**src/hw/ciowm_pkg.sv**
```systemverilog
package ciowm_pkg;
	// register indices, reached directly or at the mapped page plus index
	localparam logic [7:0] IDX_WIN_ENABLE = 8'h06;
	localparam logic [7:0] IDX_IO_CTRL = 8'h07;
	localparam logic [7:0] IDX_IO0_START_LO = 8'h08;
	localparam logic [7:0] IDX_IO0_START_HI = 8'h09;
	localparam logic [7:0] IDX_IO0_STOP_LO = 8'h0a;
	localparam logic [7:0] IDX_IO0_STOP_HI = 8'h0b;
	localparam logic [7:0] IDX_IO1_START_LO = 8'h0c;
	localparam logic [7:0] IDX_IO1_START_HI = 8'h0d;
	localparam logic [7:0] IDX_IO1_STOP_LO = 8'h0e;
	localparam logic [7:0] IDX_IO1_STOP_HI = 8'h0f;
	localparam logic [7:0] IDX_IO0_OFF_LO = 8'h36;
	localparam logic [7:0] IDX_IO0_OFF_HI = 8'h37;
	localparam logic [7:0] IDX_IO1_OFF_LO = 8'h38;
	localparam logic [7:0] IDX_IO1_OFF_HI = 8'h39;
	localparam logic [3:0] MM_PAGE = 4'h8;
	// enable register fields
	localparam int EN_IO0_BIT = 6;
	localparam int EN_FINE_BIT = 5;
	localparam int MEM_WIN_CNT = 5;
	// io control fields, one nibble per window
	localparam int CTRL_SIZE_BIT = 0;
	localparam int CTRL_SRC_BIT = 1;
	localparam int CTRL_ZW_BIT = 2;
	localparam int CTRL_WS_BIT = 3;
	localparam int CTRL_STRIDE = 4;
	localparam logic [7:0] REG_RST = 8'h00;
	localparam logic [15:0] WORD_RST = 16'h0000;
	// card i/o cycle lengths in isa cycles
	localparam logic [2:0] CYC16_STD = 3'h3;
	localparam logic [2:0] CYC16_EXT = 3'h4;
	localparam logic [2:0] CYC8_STD = 3'h6;
	localparam logic [2:0] CYC8_ZW = 3'h3;
	// coarse decode keeps a23..a17 only
	localparam logic [11:0] COARSE_MASK = 12'hfe0;
	typedef enum logic [1:0] {
		ACC_NONE = 2'b00,
		ACC_INDEX = 2'b01,
		ACC_MMAP = 2'b10
	} ciowm_acc_t;
endpackage

```
**src/hw/ciowm_win_if.sv**
```systemverilog
`timescale 1ns/1ps
interface ciowm_win_if;
	logic en;
	logic [15:0] start;
	logic [15:0] stop;
	logic [15:0] offset;
	logic [3:0] ctrl;
	logic [15:0] host_addr;
	logic card_wide;
	logic hit;
	logic wide;
	logic [15:0] card_addr;
	logic [2:0] cycles;
	modport cfg (
		output en, start, stop, offset, ctrl, host_addr, card_wide,
		input hit, wide, card_addr, cycles
	);
	modport dec (
		input en, start, stop, offset, ctrl, host_addr, card_wide,
		output hit, wide, card_addr, cycles
	);
endinterface

```
**src/hw/ciowm_win_dec.sv**
```systemverilog
`timescale 1ns/1ps
module ciowm_win_dec
	import ciowm_pkg::*;
(
	ciowm_win_if.dec win
);
	always_comb begin
		// inclusive range gives a one byte window when start equals stop
		win.hit = win.en && (win.host_addr >= win.start) &&
			(win.host_addr <= win.stop);
		win.card_addr = win.host_addr + win.offset;
		if (win.ctrl[CTRL_SRC_BIT]) begin
			win.wide = win.card_wide;
		end else begin
			win.wide = win.ctrl[CTRL_SIZE_BIT];
		end
		if (win.wide) begin
			win.cycles = win.ctrl[CTRL_WS_BIT] ? CYC16_EXT : CYC16_STD;
		end else begin
			win.cycles = win.ctrl[CTRL_ZW_BIT] ? CYC8_ZW : CYC8_STD;
		end
	end
endmodule

```
**src/hw/ciowm_top.sv**
```systemverilog
`timescale 1ns/1ps
// Contract
// - bits 7/6 gate i/o windows 1/0
// - bits 4..0 enable memory windows 4..0
// - bit 5 picks 4K or 128K decode
// - wait bit: 16-bit cycles 3 or 4
// - zero-wait bit: 8-bit cycles 6 or 3
// - source clear: wide select from size bit
// - source set: wide select from card
// - size bit: 8-bit at zero, 16-bit at one
// - window 0 start from two bytes
// - window 0 stop from two bytes
// - window 1 start/stop from byte pairs
// - window 0 offset low at 36h
// - registers reachable by index and 800h page
// - window 0 offset high at 37h
// - window 1 offset at 38h/39h
module ciowm_top
	import ciowm_pkg::*;
(
	input wire logic sys_clk_in,
	input wire logic arst_n_in,
	input wire logic idx_wr_in,
	input wire logic dat_wr_in,
	input wire logic dat_rd_in,
	input wire logic mm_wr_in,
	input wire logic mm_rd_in,
	input wire logic [11:0] mm_addr_in,
	input wire logic [7:0] wdata_in,
	output logic [7:0] rdata_out,
	input wire logic host_io_valid_in,
	input wire logic [15:0] host_io_addr_in,
	input wire logic [23:12] host_mem_addr_in,
	input wire logic card_io_wide_indicate_n_in,
	output logic io_hit_out,
	output logic io_win_out,
	output logic [15:0] card_addr_out,
	output logic host_io_wide_select_n_out,
	output logic io_wide_path_out,
	output logic [2:0] io_cycle_isa_out,
	output logic [MEM_WIN_CNT-1:0] mem_win_en_out,
	output logic fine_memory_decode_out,
	output logic [11:0] mem_decode_addr_out
);
	logic [7:0] idx_reg;
	logic [7:0] win_en_reg;
	logic [7:0] io_ctrl_reg;
	logic [15:0] io_start_reg [2];
	logic [15:0] io_stop_reg [2];
	logic [15:0] io_off_reg [2];
	logic sync1_reg;
	logic sync2_reg;
	logic sync3_reg;
	logic card_wide_reg;
	ciowm_acc_t wr_src;
	ciowm_acc_t rd_src;
	logic [7:0] wr_idx;
	logic [7:0] rd_idx;
	logic [7:0] rd_val;
	logic mm_wr_hit;
	logic mm_rd_hit;

	// the mapped page only answers at 8xxh
	assign mm_wr_hit = mm_wr_in && (mm_addr_in[11:8] == MM_PAGE);
	assign mm_rd_hit = mm_rd_in && (mm_addr_in[11:8] == MM_PAGE);

	// mapped access wins if both paths strike in one cycle
	always_comb begin
		wr_src = ACC_NONE;
		wr_idx = idx_reg;
		if (mm_wr_hit) begin
			wr_src = ACC_MMAP;
			wr_idx = mm_addr_in[7:0];
		end else if (dat_wr_in) begin
			wr_src = ACC_INDEX;
		end
	end

	always_comb begin
		rd_src = ACC_NONE;
		rd_idx = idx_reg;
		if (mm_rd_hit) begin
			rd_src = ACC_MMAP;
			rd_idx = mm_addr_in[7:0];
		end else if (dat_rd_in) begin
			rd_src = ACC_INDEX;
		end
	end

	always_ff @(posedge sys_clk_in or negedge arst_n_in) begin
		if (!arst_n_in) begin
			idx_reg <= REG_RST;
		end else if (idx_wr_in) begin
			idx_reg <= wdata_in;
		end
	end

	always_ff @(posedge sys_clk_in or negedge arst_n_in) begin
		if (!arst_n_in) begin
			win_en_reg <= REG_RST;
			io_ctrl_reg <= REG_RST;
		end else if (wr_src != ACC_NONE) begin
			case (wr_idx)
				IDX_WIN_ENABLE: begin
					win_en_reg <= wdata_in;
				end
				IDX_IO_CTRL: begin
					io_ctrl_reg <= wdata_in;
				end
				default: begin
				end
			endcase
		end
	end

	always_ff @(posedge sys_clk_in or negedge arst_n_in) begin
		if (!arst_n_in) begin
			for (int i = 0; i < 2; i++) begin
				io_start_reg[i] <= WORD_RST;
				io_stop_reg[i] <= WORD_RST;
				io_off_reg[i] <= WORD_RST;
			end
		end else if (wr_src != ACC_NONE) begin
			case (wr_idx)
				IDX_IO0_START_LO: begin
					io_start_reg[0][7:0] <= wdata_in;
				end
				IDX_IO0_START_HI: begin
					io_start_reg[0][15:8] <= wdata_in;
				end
				IDX_IO0_STOP_LO: begin
					io_stop_reg[0][7:0] <= wdata_in;
				end
				IDX_IO0_STOP_HI: begin
					io_stop_reg[0][15:8] <= wdata_in;
				end
				IDX_IO1_START_LO: begin
					io_start_reg[1][7:0] <= wdata_in;
				end
				IDX_IO1_START_HI: begin
					io_start_reg[1][15:8] <= wdata_in;
				end
				IDX_IO1_STOP_LO: begin
					io_stop_reg[1][7:0] <= wdata_in;
				end
				IDX_IO1_STOP_HI: begin
					io_stop_reg[1][15:8] <= wdata_in;
				end
				IDX_IO0_OFF_LO: begin
					io_off_reg[0][7:0] <= wdata_in;
				end
				IDX_IO0_OFF_HI: begin
					io_off_reg[0][15:8] <= wdata_in;
				end
				IDX_IO1_OFF_LO: begin
					io_off_reg[1][7:0] <= wdata_in;
				end
				IDX_IO1_OFF_HI: begin
					io_off_reg[1][15:8] <= wdata_in;
				end
				default: begin
				end
			endcase
		end
	end

	// unmapped indices read as zero
	always_comb begin
		case (rd_idx)
			IDX_WIN_ENABLE: rd_val = win_en_reg;
			IDX_IO_CTRL: rd_val = io_ctrl_reg;
			IDX_IO0_START_LO: rd_val = io_start_reg[0][7:0];
			IDX_IO0_START_HI: rd_val = io_start_reg[0][15:8];
			IDX_IO0_STOP_LO: rd_val = io_stop_reg[0][7:0];
			IDX_IO0_STOP_HI: rd_val = io_stop_reg[0][15:8];
			IDX_IO1_START_LO: rd_val = io_start_reg[1][7:0];
			IDX_IO1_START_HI: rd_val = io_start_reg[1][15:8];
			IDX_IO1_STOP_LO: rd_val = io_stop_reg[1][7:0];
			IDX_IO1_STOP_HI: rd_val = io_stop_reg[1][15:8];
			IDX_IO0_OFF_LO: rd_val = io_off_reg[0][7:0];
			IDX_IO0_OFF_HI: rd_val = io_off_reg[0][15:8];
			IDX_IO1_OFF_LO: rd_val = io_off_reg[1][7:0];
			IDX_IO1_OFF_HI: rd_val = io_off_reg[1][15:8];
			default: rd_val = REG_RST;
		endcase
	end

	always_ff @(posedge sys_clk_in or negedge arst_n_in) begin
		if (!arst_n_in) begin
			rdata_out <= REG_RST;
		end else if (rd_src != ACC_NONE) begin
			rdata_out <= rd_val;
		end
	end

	// card pin is asynchronous; accept a level once stages 2 and 3 agree
	always_ff @(posedge sys_clk_in or negedge arst_n_in) begin
		if (!arst_n_in) begin
			sync1_reg <= 1'b1;
			sync2_reg <= 1'b1;
			sync3_reg <= 1'b1;
			card_wide_reg <= 1'b0;
		end else begin
			sync1_reg <= card_io_wide_indicate_n_in;
			sync2_reg <= sync1_reg;
			sync3_reg <= sync2_reg;
			if (sync2_reg == sync3_reg) begin
				card_wide_reg <= !sync3_reg;
			end
		end
	end

	ciowm_win_if win_if [2] ();

	for (genvar w = 0; w < 2; w++) begin : g_win
		// software must set start/stop first; no hold-off is applied here
		assign win_if[w].en = win_en_reg[EN_IO0_BIT + w];
		assign win_if[w].start = io_start_reg[w];
		assign win_if[w].stop = io_stop_reg[w];
		assign win_if[w].offset = io_off_reg[w];
		assign win_if[w].ctrl = io_ctrl_reg[CTRL_STRIDE*w +: CTRL_STRIDE];
		assign win_if[w].host_addr = host_io_addr_in;
		assign win_if[w].card_wide = card_wide_reg;
		ciowm_win_dec u_dec (
			.win(win_if[w])
		);
	end

	// window 0 takes an address that both windows claim
	always_ff @(posedge sys_clk_in or negedge arst_n_in) begin
		if (!arst_n_in) begin
			io_hit_out <= 1'b0;
			io_win_out <= 1'b0;
			card_addr_out <= WORD_RST;
			host_io_wide_select_n_out <= 1'b1;
			io_wide_path_out <= 1'b0;
			io_cycle_isa_out <= CYC8_STD;
		end else if (host_io_valid_in && win_if[0].hit) begin
			io_hit_out <= 1'b1;
			io_win_out <= 1'b0;
			card_addr_out <= win_if[0].card_addr;
			host_io_wide_select_n_out <= !win_if[0].wide;
			io_wide_path_out <= win_if[0].wide;
			io_cycle_isa_out <= win_if[0].cycles;
		end else if (host_io_valid_in && win_if[1].hit) begin
			io_hit_out <= 1'b1;
			io_win_out <= 1'b1;
			card_addr_out <= win_if[1].card_addr;
			host_io_wide_select_n_out <= !win_if[1].wide;
			io_wide_path_out <= win_if[1].wide;
			io_cycle_isa_out <= win_if[1].cycles;
		end else begin
			io_hit_out <= 1'b0;
			host_io_wide_select_n_out <= 1'b1;
		end
	end

	always_ff @(posedge sys_clk_in or negedge arst_n_in) begin
		if (!arst_n_in) begin
			mem_win_en_out <= '0;
			fine_memory_decode_out <= 1'b0;
			mem_decode_addr_out <= 12'h000;
		end else begin
			mem_win_en_out <= win_en_reg[MEM_WIN_CNT-1:0];
			fine_memory_decode_out <= win_en_reg[EN_FINE_BIT];
			if (win_en_reg[EN_FINE_BIT]) begin
				mem_decode_addr_out <= host_mem_addr_in;
			end else begin
				mem_decode_addr_out <= host_mem_addr_in & COARSE_MASK;
			end
		end
	end
endmodule

```
**config.mk**
```make
export PLATFORM = sky130hd
export DESIGN_NAME = ciowm_top
export DESIGN_NICKNAME = d
export VERILOG_FILES = /design/src/hw/ciowm_pkg.sv /design/src/hw/ciowm_win_if.sv /design/src/hw/ciowm_win_dec.sv /design/src/hw/ciowm_top.sv
export SDC_FILE = /design/constraint.sdc
export NUM_CORES = 1
export LEC_CHECK = 0
export ABC_AREA = 0
export CORE_ASPECT_RATIO = 1.1
export CORE_MARGIN = 5
export CORE_UTILIZATION = 30
export CTS_CLUSTER_DIAMETER = 60
export DETAILED_ROUTE_END_ITERATION = 10
export DONT_BUFFER_PORTS = 1
export GPL_ROUTABILITY_DRIVEN = 1
export SLEW_MARGIN = 20
export SYNTH_ARGS = -nofsm -noshare
export SYNTH_HDL_FRONTEND = slang
export SYNTH_SLANG_ARGS = --single-unit
```
**constraint.sdc**
```tcl
create_clock -name sys_clk_in -period 6.03 [get_ports sys_clk_in]
set_clock_uncertainty 0.1 [all_clocks]
set_input_delay 0.603 -clock sys_clk_in [delete_from_list [all_inputs] [get_ports sys_clk_in]]
set_output_delay 0.603 -clock sys_clk_in [all_outputs]
set_load 0.01 [all_outputs]
```
Yosys cells after proc, flatten, opt, wreduce, memory -nomap -nowiden. Index checks and enable logic that the tools add are counted.

Register bits: 173. Bits of input ports: 57. Word-level logic and storage cells: 121.

Add/subtract/negate cells: 2. Magnitude comparators: 4. Eq/ne operators: 30. Mux-type cells: 28. Reductions and logical operators: 28.

Operator list (count): equality test 8 x 4 -> 1 bit (second input constant) (16); one-hot mux 8 bit (14 select lines) (1); equality test 8 x 6 -> 1 bit (second input constant) (8); adder 16 bit (2); equality test 8 x 3 -> 1 bit (second input constant) (4); greater-or-equal comparator 16 bit (2); <= comparator 16 bit (2); two-way mux 16 bit (2); AND reduction 2 bit (14); two-way mux 3 bit (8); two-way mux 8 bit (2); two-way mux 1 bit (12); logical AND 1 bit (8); nonzero test 2 bit (3); two-way mux 5 bit (1); equality test 4 bit (second input constant) (1); two-way mux 2 bit (2); logical NOT 1 bit (3); equality test 1 bit (1).

Depth between registers and ports, before layout.
Depth in word-level cells: 6. Gate-level depth with buffers: 20. Depth with buffers taken out: 19.

Hierarchy. From an unflattened synthesis, not the netlist that was laid out.

Cell total of the unflattened synthesis: 1009. Area, all modules: 10854.2 µm².

By module, submodules not included: ciowm_top (times used 1, cells an instance 609, area each 7902.6 µm², seq. area each 4336.7 µm²); ciowm_win_dec (g_win[0].u_dec) (times used 1, cells an instance 201, area each 1480.2 µm², seq. area each 0.0 µm²); ciowm_win_dec (g_win[1].u_dec) (times used 1, cells an instance 199, area each 1471.4 µm², seq. area each 0.0 µm²).

Worst setup path before layout. Ideal clock, no wire load.

Kind: input-to-reg. Start point: input host_io_addr_in[14]. End point: register card_addr_out[14]. Library setup time: 0.127 ns. Arrival time: 4.764 ns. Data required time: 5.803 ns. Slack: 1.038 ns. Stages: 18. Path buffers: 1. Path through: ha_1 -> nand4_1 -> or4_1 -> or3_4 -> a21oi_4 -> nand2_2 -> buf_2 -> mux2_2 -> ha_1 -> fa_1 -> a21o_1 -> a21oi_1 -> nor2b_1 -> o31a_1 -> o21ai_0 -> o21a_1 -> o311ai_0 -> mux2_1.

Cells in the longest elaborated chain, start to end: 5. Elaborated cells on any way between the ends: 15.

RTL lines: start, declared (RTL line ciowm_top.sv:32) `input wire logic [15:0] host_io_addr_in,`; greater-or-equal comparator 16 bit (RTL line ciowm_win_dec.sv:9) `win.hit = win.en && (win.host_addr >= win.start) &&`; logical AND 1 bit (2 in a row) (RTL line ciowm_win_dec.sv:9); logical AND 1 bit (on tied branches) (RTL line ciowm_top.sv:238, ciowm_top.sv:245); two-way mux 16 bit / nonzero test 2 bit (equally long branches); end signal, assigned (RTL line ciowm_top.sv:241) `card_addr_out <= win_if[0].card_addr;`; end signal, assigned (RTL line ciowm_top.sv:248) `card_addr_out <= win_if[1].card_addr;`; end, declared (RTL line ciowm_top.sv:37) `output logic [15:0] card_addr_out,`.

Parallel ways exist; a longest one is shown, timed or not. The select of a mux whose other input is x is not followed. A chain may end at the register's enable or synchronous reset.

Worst setup path after layout.
Start point: register io_stop_reg (netlist bit win_if[0].stop[11]). End point: register card_addr_out[14].

Cells in the longest elaborated chain, start to end: 4. Elaborated cells on any way between the ends: 5.

RTL lines: start, declared (RTL line ciowm_top.sv:49) `logic [15:0] io_stop_reg [2];`; <= comparator 16 bit * (RTL line ciowm_win_dec.sv:10) `(win.host_addr <= win.stop);`; logical AND 1 bit * (RTL line ciowm_win_dec.sv:9); logical AND 1 bit * (RTL line ciowm_top.sv:238) `end else if (host_io_valid_in && win_if[0].hit) begin`; two-way mux 16 bit / nonzero test 2 bit (equally long branches).

Every way passes the cells marked *; elsewhere a longest branch is shown, timed or not.

==> results.yml <==
power:
  p_leak_nw: 4.97
  p_int_mw: 2.11
  vdd_ir_drop_max_mv: 0.188
  switching_share: 0.302
  pwr-share-comb: 0.154
  power.switching_uw: 912
  powerDensity_nw_per_um2: 276
  power_frac_seq: 0.486
  clock_power_share: 0.361
clock_network:
  postCtsSetupRepairBufs: 0
  clock-sinks: 173
  cts_buffers: 17
  cts_resized: 0
  cts_tree: "yes"
  worst_skew_pair.late_latency_ps: 430
  root_buffer: "clkbuf_16"
  htreeDepth: 4
  clk_pin_slew_ps: 70
  cts_buffer_depth: 2
detailed_routing:
  num_vias: 7341
  finalWirelength_mm: 32.1
  ant_nets: 0
  routedWlPerCell_um: 24.0
  dr.first_iter.drc_count: 737
  viasPerCell: 5.49
  drt-pass1-iter-count: 5
  drc: 0
die:
  coreArea_um2: 32400
  die_x_um: 183
  fp.dieArea_um2: 36600
  initial_utilization: 0.305
  fp.dieH_um: 200
  rows: 69
  io_pins: 106
logic_synthesis:
  synth_flop_cell: "dfrtp_1"
  avgSynthCellArea_um2: 11.0
  yosysTopAreaCell: "dfrtp_1"
  netlist_area_um2: 9870
  synthArstFlopShare: 1.00
  synthDominantCellAreaShare: 0.423
  synth_fp_nets: 1036
  ys_ff_latch: 173
  yosysUniqueCellTypes: 58
  postSynthCellCount: 898
  synth-edff-count: 0
  ys_top_cells_by_area: "dfrtp_1, mux2_2, ha_1, inv_1, a22oi_1"
  synth_warnings: 0
  yosysSeqAreaShare: 0.439
placement:
  globalplace.congestion: 0.966
  pre_cts_slack_ps: 697
  dp.cells: 1305
  io_buffers: 0
  dp_hpwl_mm: 24.6
layout:
  syn2layout_area_growth_pct: 10.7
  final_common_cell: "dfrtp_1"
  antenna_cells: 0
  final_nets: 1037
  layout-drive-gt1-share: 0.204
  mostFrequentLayoutCells: "dfrtp_1, mux2_2, ha_1"
  fin_cells: 1338
sta:
  tightest_slew_ps: 1220
  rsz0062_at_grt: "false"
  fmax_mhz: 190
  whs_ps: 60.1
  slew_viol_final: 0
  fin_setup_tns_ps: 0
  period_needed_ps: 5260
  hold_viol: 0
  setup_viol: 0
  post-route-period-util: 0.872
  slew-limit-headroom: 0.178
  setup_ws_ps: 775
worst_setup_path:
  cp-start-kind: "flop"
  crit_top_cell: "ha_1"
  crit_path_max_fanout: 9
  cpMaxStageDelayCell: "or4_1"
  arrival_ps: 5470
  cp-end-kind: "flop"
  cp_cell_sequence: "inv_1 -> ha_1 -> nand4_1 -> or4_1 -> or3_4 -> a21oi_4 -> nand2_2 -> mux2_2 -> ha_1 -> fa_1 -> a21o_1 -> a21oi_1 -> nor2b_1 -> o31a_1 -> o21ai_0 -> o21a_1 -> o311ai_0 -> mux2_1"
  slowest_delay_ps: 560
  critPathKind: "reg2reg"
  required_ps: 6250
global_routing:
  antenna_found_initial: 0
  grt_first_pass_wirelength_mm: 47.5
  overflow: 0
  grt_pass1_vias: 7183
  grt_max_degree: 174
  grt_use_total: 0.173
worst_hold_path:
  hold_class: "in2reg"
run:
  maxCapViolations: 0
outcome:
  status: "finished, final reports clean"
## kinds of logic after synthesis
logic type	synth area share
flops	0.439
fa+ha+maj	0.103
compound gates	0.128
buf+inv	0.0355
xor+xnor	0.00887
simple gates	0.102
mux	0.183
## cell usage after synthesis, types with 12 or more instances
master    instances
dfrtp_1         167
mux2_2          139
mux2_1           17
nand4_1          17
nand2_1          42
ha_1             80
inv_1            68
nand3_1          39
a21o_1           19
clkbuf_1         17
a21oi_1          38
a222oi_1         16
o21ai_0          25
a22oi_1          32
nand2b_1         12
nor2b_1          12
nor2_1           45
## what timing repair did
action | 4_1_cts | 5_1_grt
hold buffers | 1 | 0
endpoints found under the hold margin | 173 | 0
setup endpoints to repair | 0 | 0
## metrics by stage
stage               area (um^2)   util  power [mW]
finish                    10900  0.338        3.02
global route              10900  0.338        3.17
CTS                       10900  0.338        3.05
detailed placement        10300  0.319        1.93
global placement          10300  0.319        1.92
floorplan                  9870      -        1.77
## path summary, 6_finish.rpt
path / startpoint / to / slack (ps) / cells past startpoint
max in group asynchronous: arst_n_in / idx_reg[6] / 5050 / 1
setup reg to reg: win_if[0].stop[11] / card_addr_out[14] / 770 / 18
hold / removal: card_io_wide_indicate_n_in / sync1_reg / 60 / 0
setup / recovery: win_if[0].stop[11] / card_addr_out[14] / 770 / 18
min in group asynchronous: arst_n_in / win_if[1].stop[15] / 80 / 1
hold reg to reg: sync1_reg / sync2_reg / 260 / 0
## cell type report
class                      instances  area (um^2)
timing repair buffer               4         50.0
clock buffer                      19          433
sequential                       173         4340
fill                            3272        21400
clock inverter                    13          134
tap                              426          533
inverter                          68          255
multi-input combinational        635         5190
## power by group through the flow
stage               sequential, mW  clock, mW  combinational, mW
floorplan                     1.43          0              0.345
global placement              1.49          0              0.433
detailed placement            1.49          0              0.436
CTS                           1.47       1.12              0.465
global route                  1.49       1.16              0.521
finish                        1.47       1.09              0.464
## worst max-delay path, delay by kind of cell (launching register included)
family	cells	cell delay, ps
simple gates	5	1430
mux	2	630
flops	1	370
buf+inv	1	80
compound gates	7	1590
fa+ha+maj	3	950
## per-layer routing
layer / global-route usage / share of wire / vias to the layer above
met2: 0.269 / 0.47 / 272
li1: - / - / 3325
met4: 0.0971 / 0.060 / 0
met1: 0.216 / 0.40 / 3654
met5: 0 / 0 / -
met3: 0.0470 / 0.072 / 90
(Power assumes the default switching activity.)
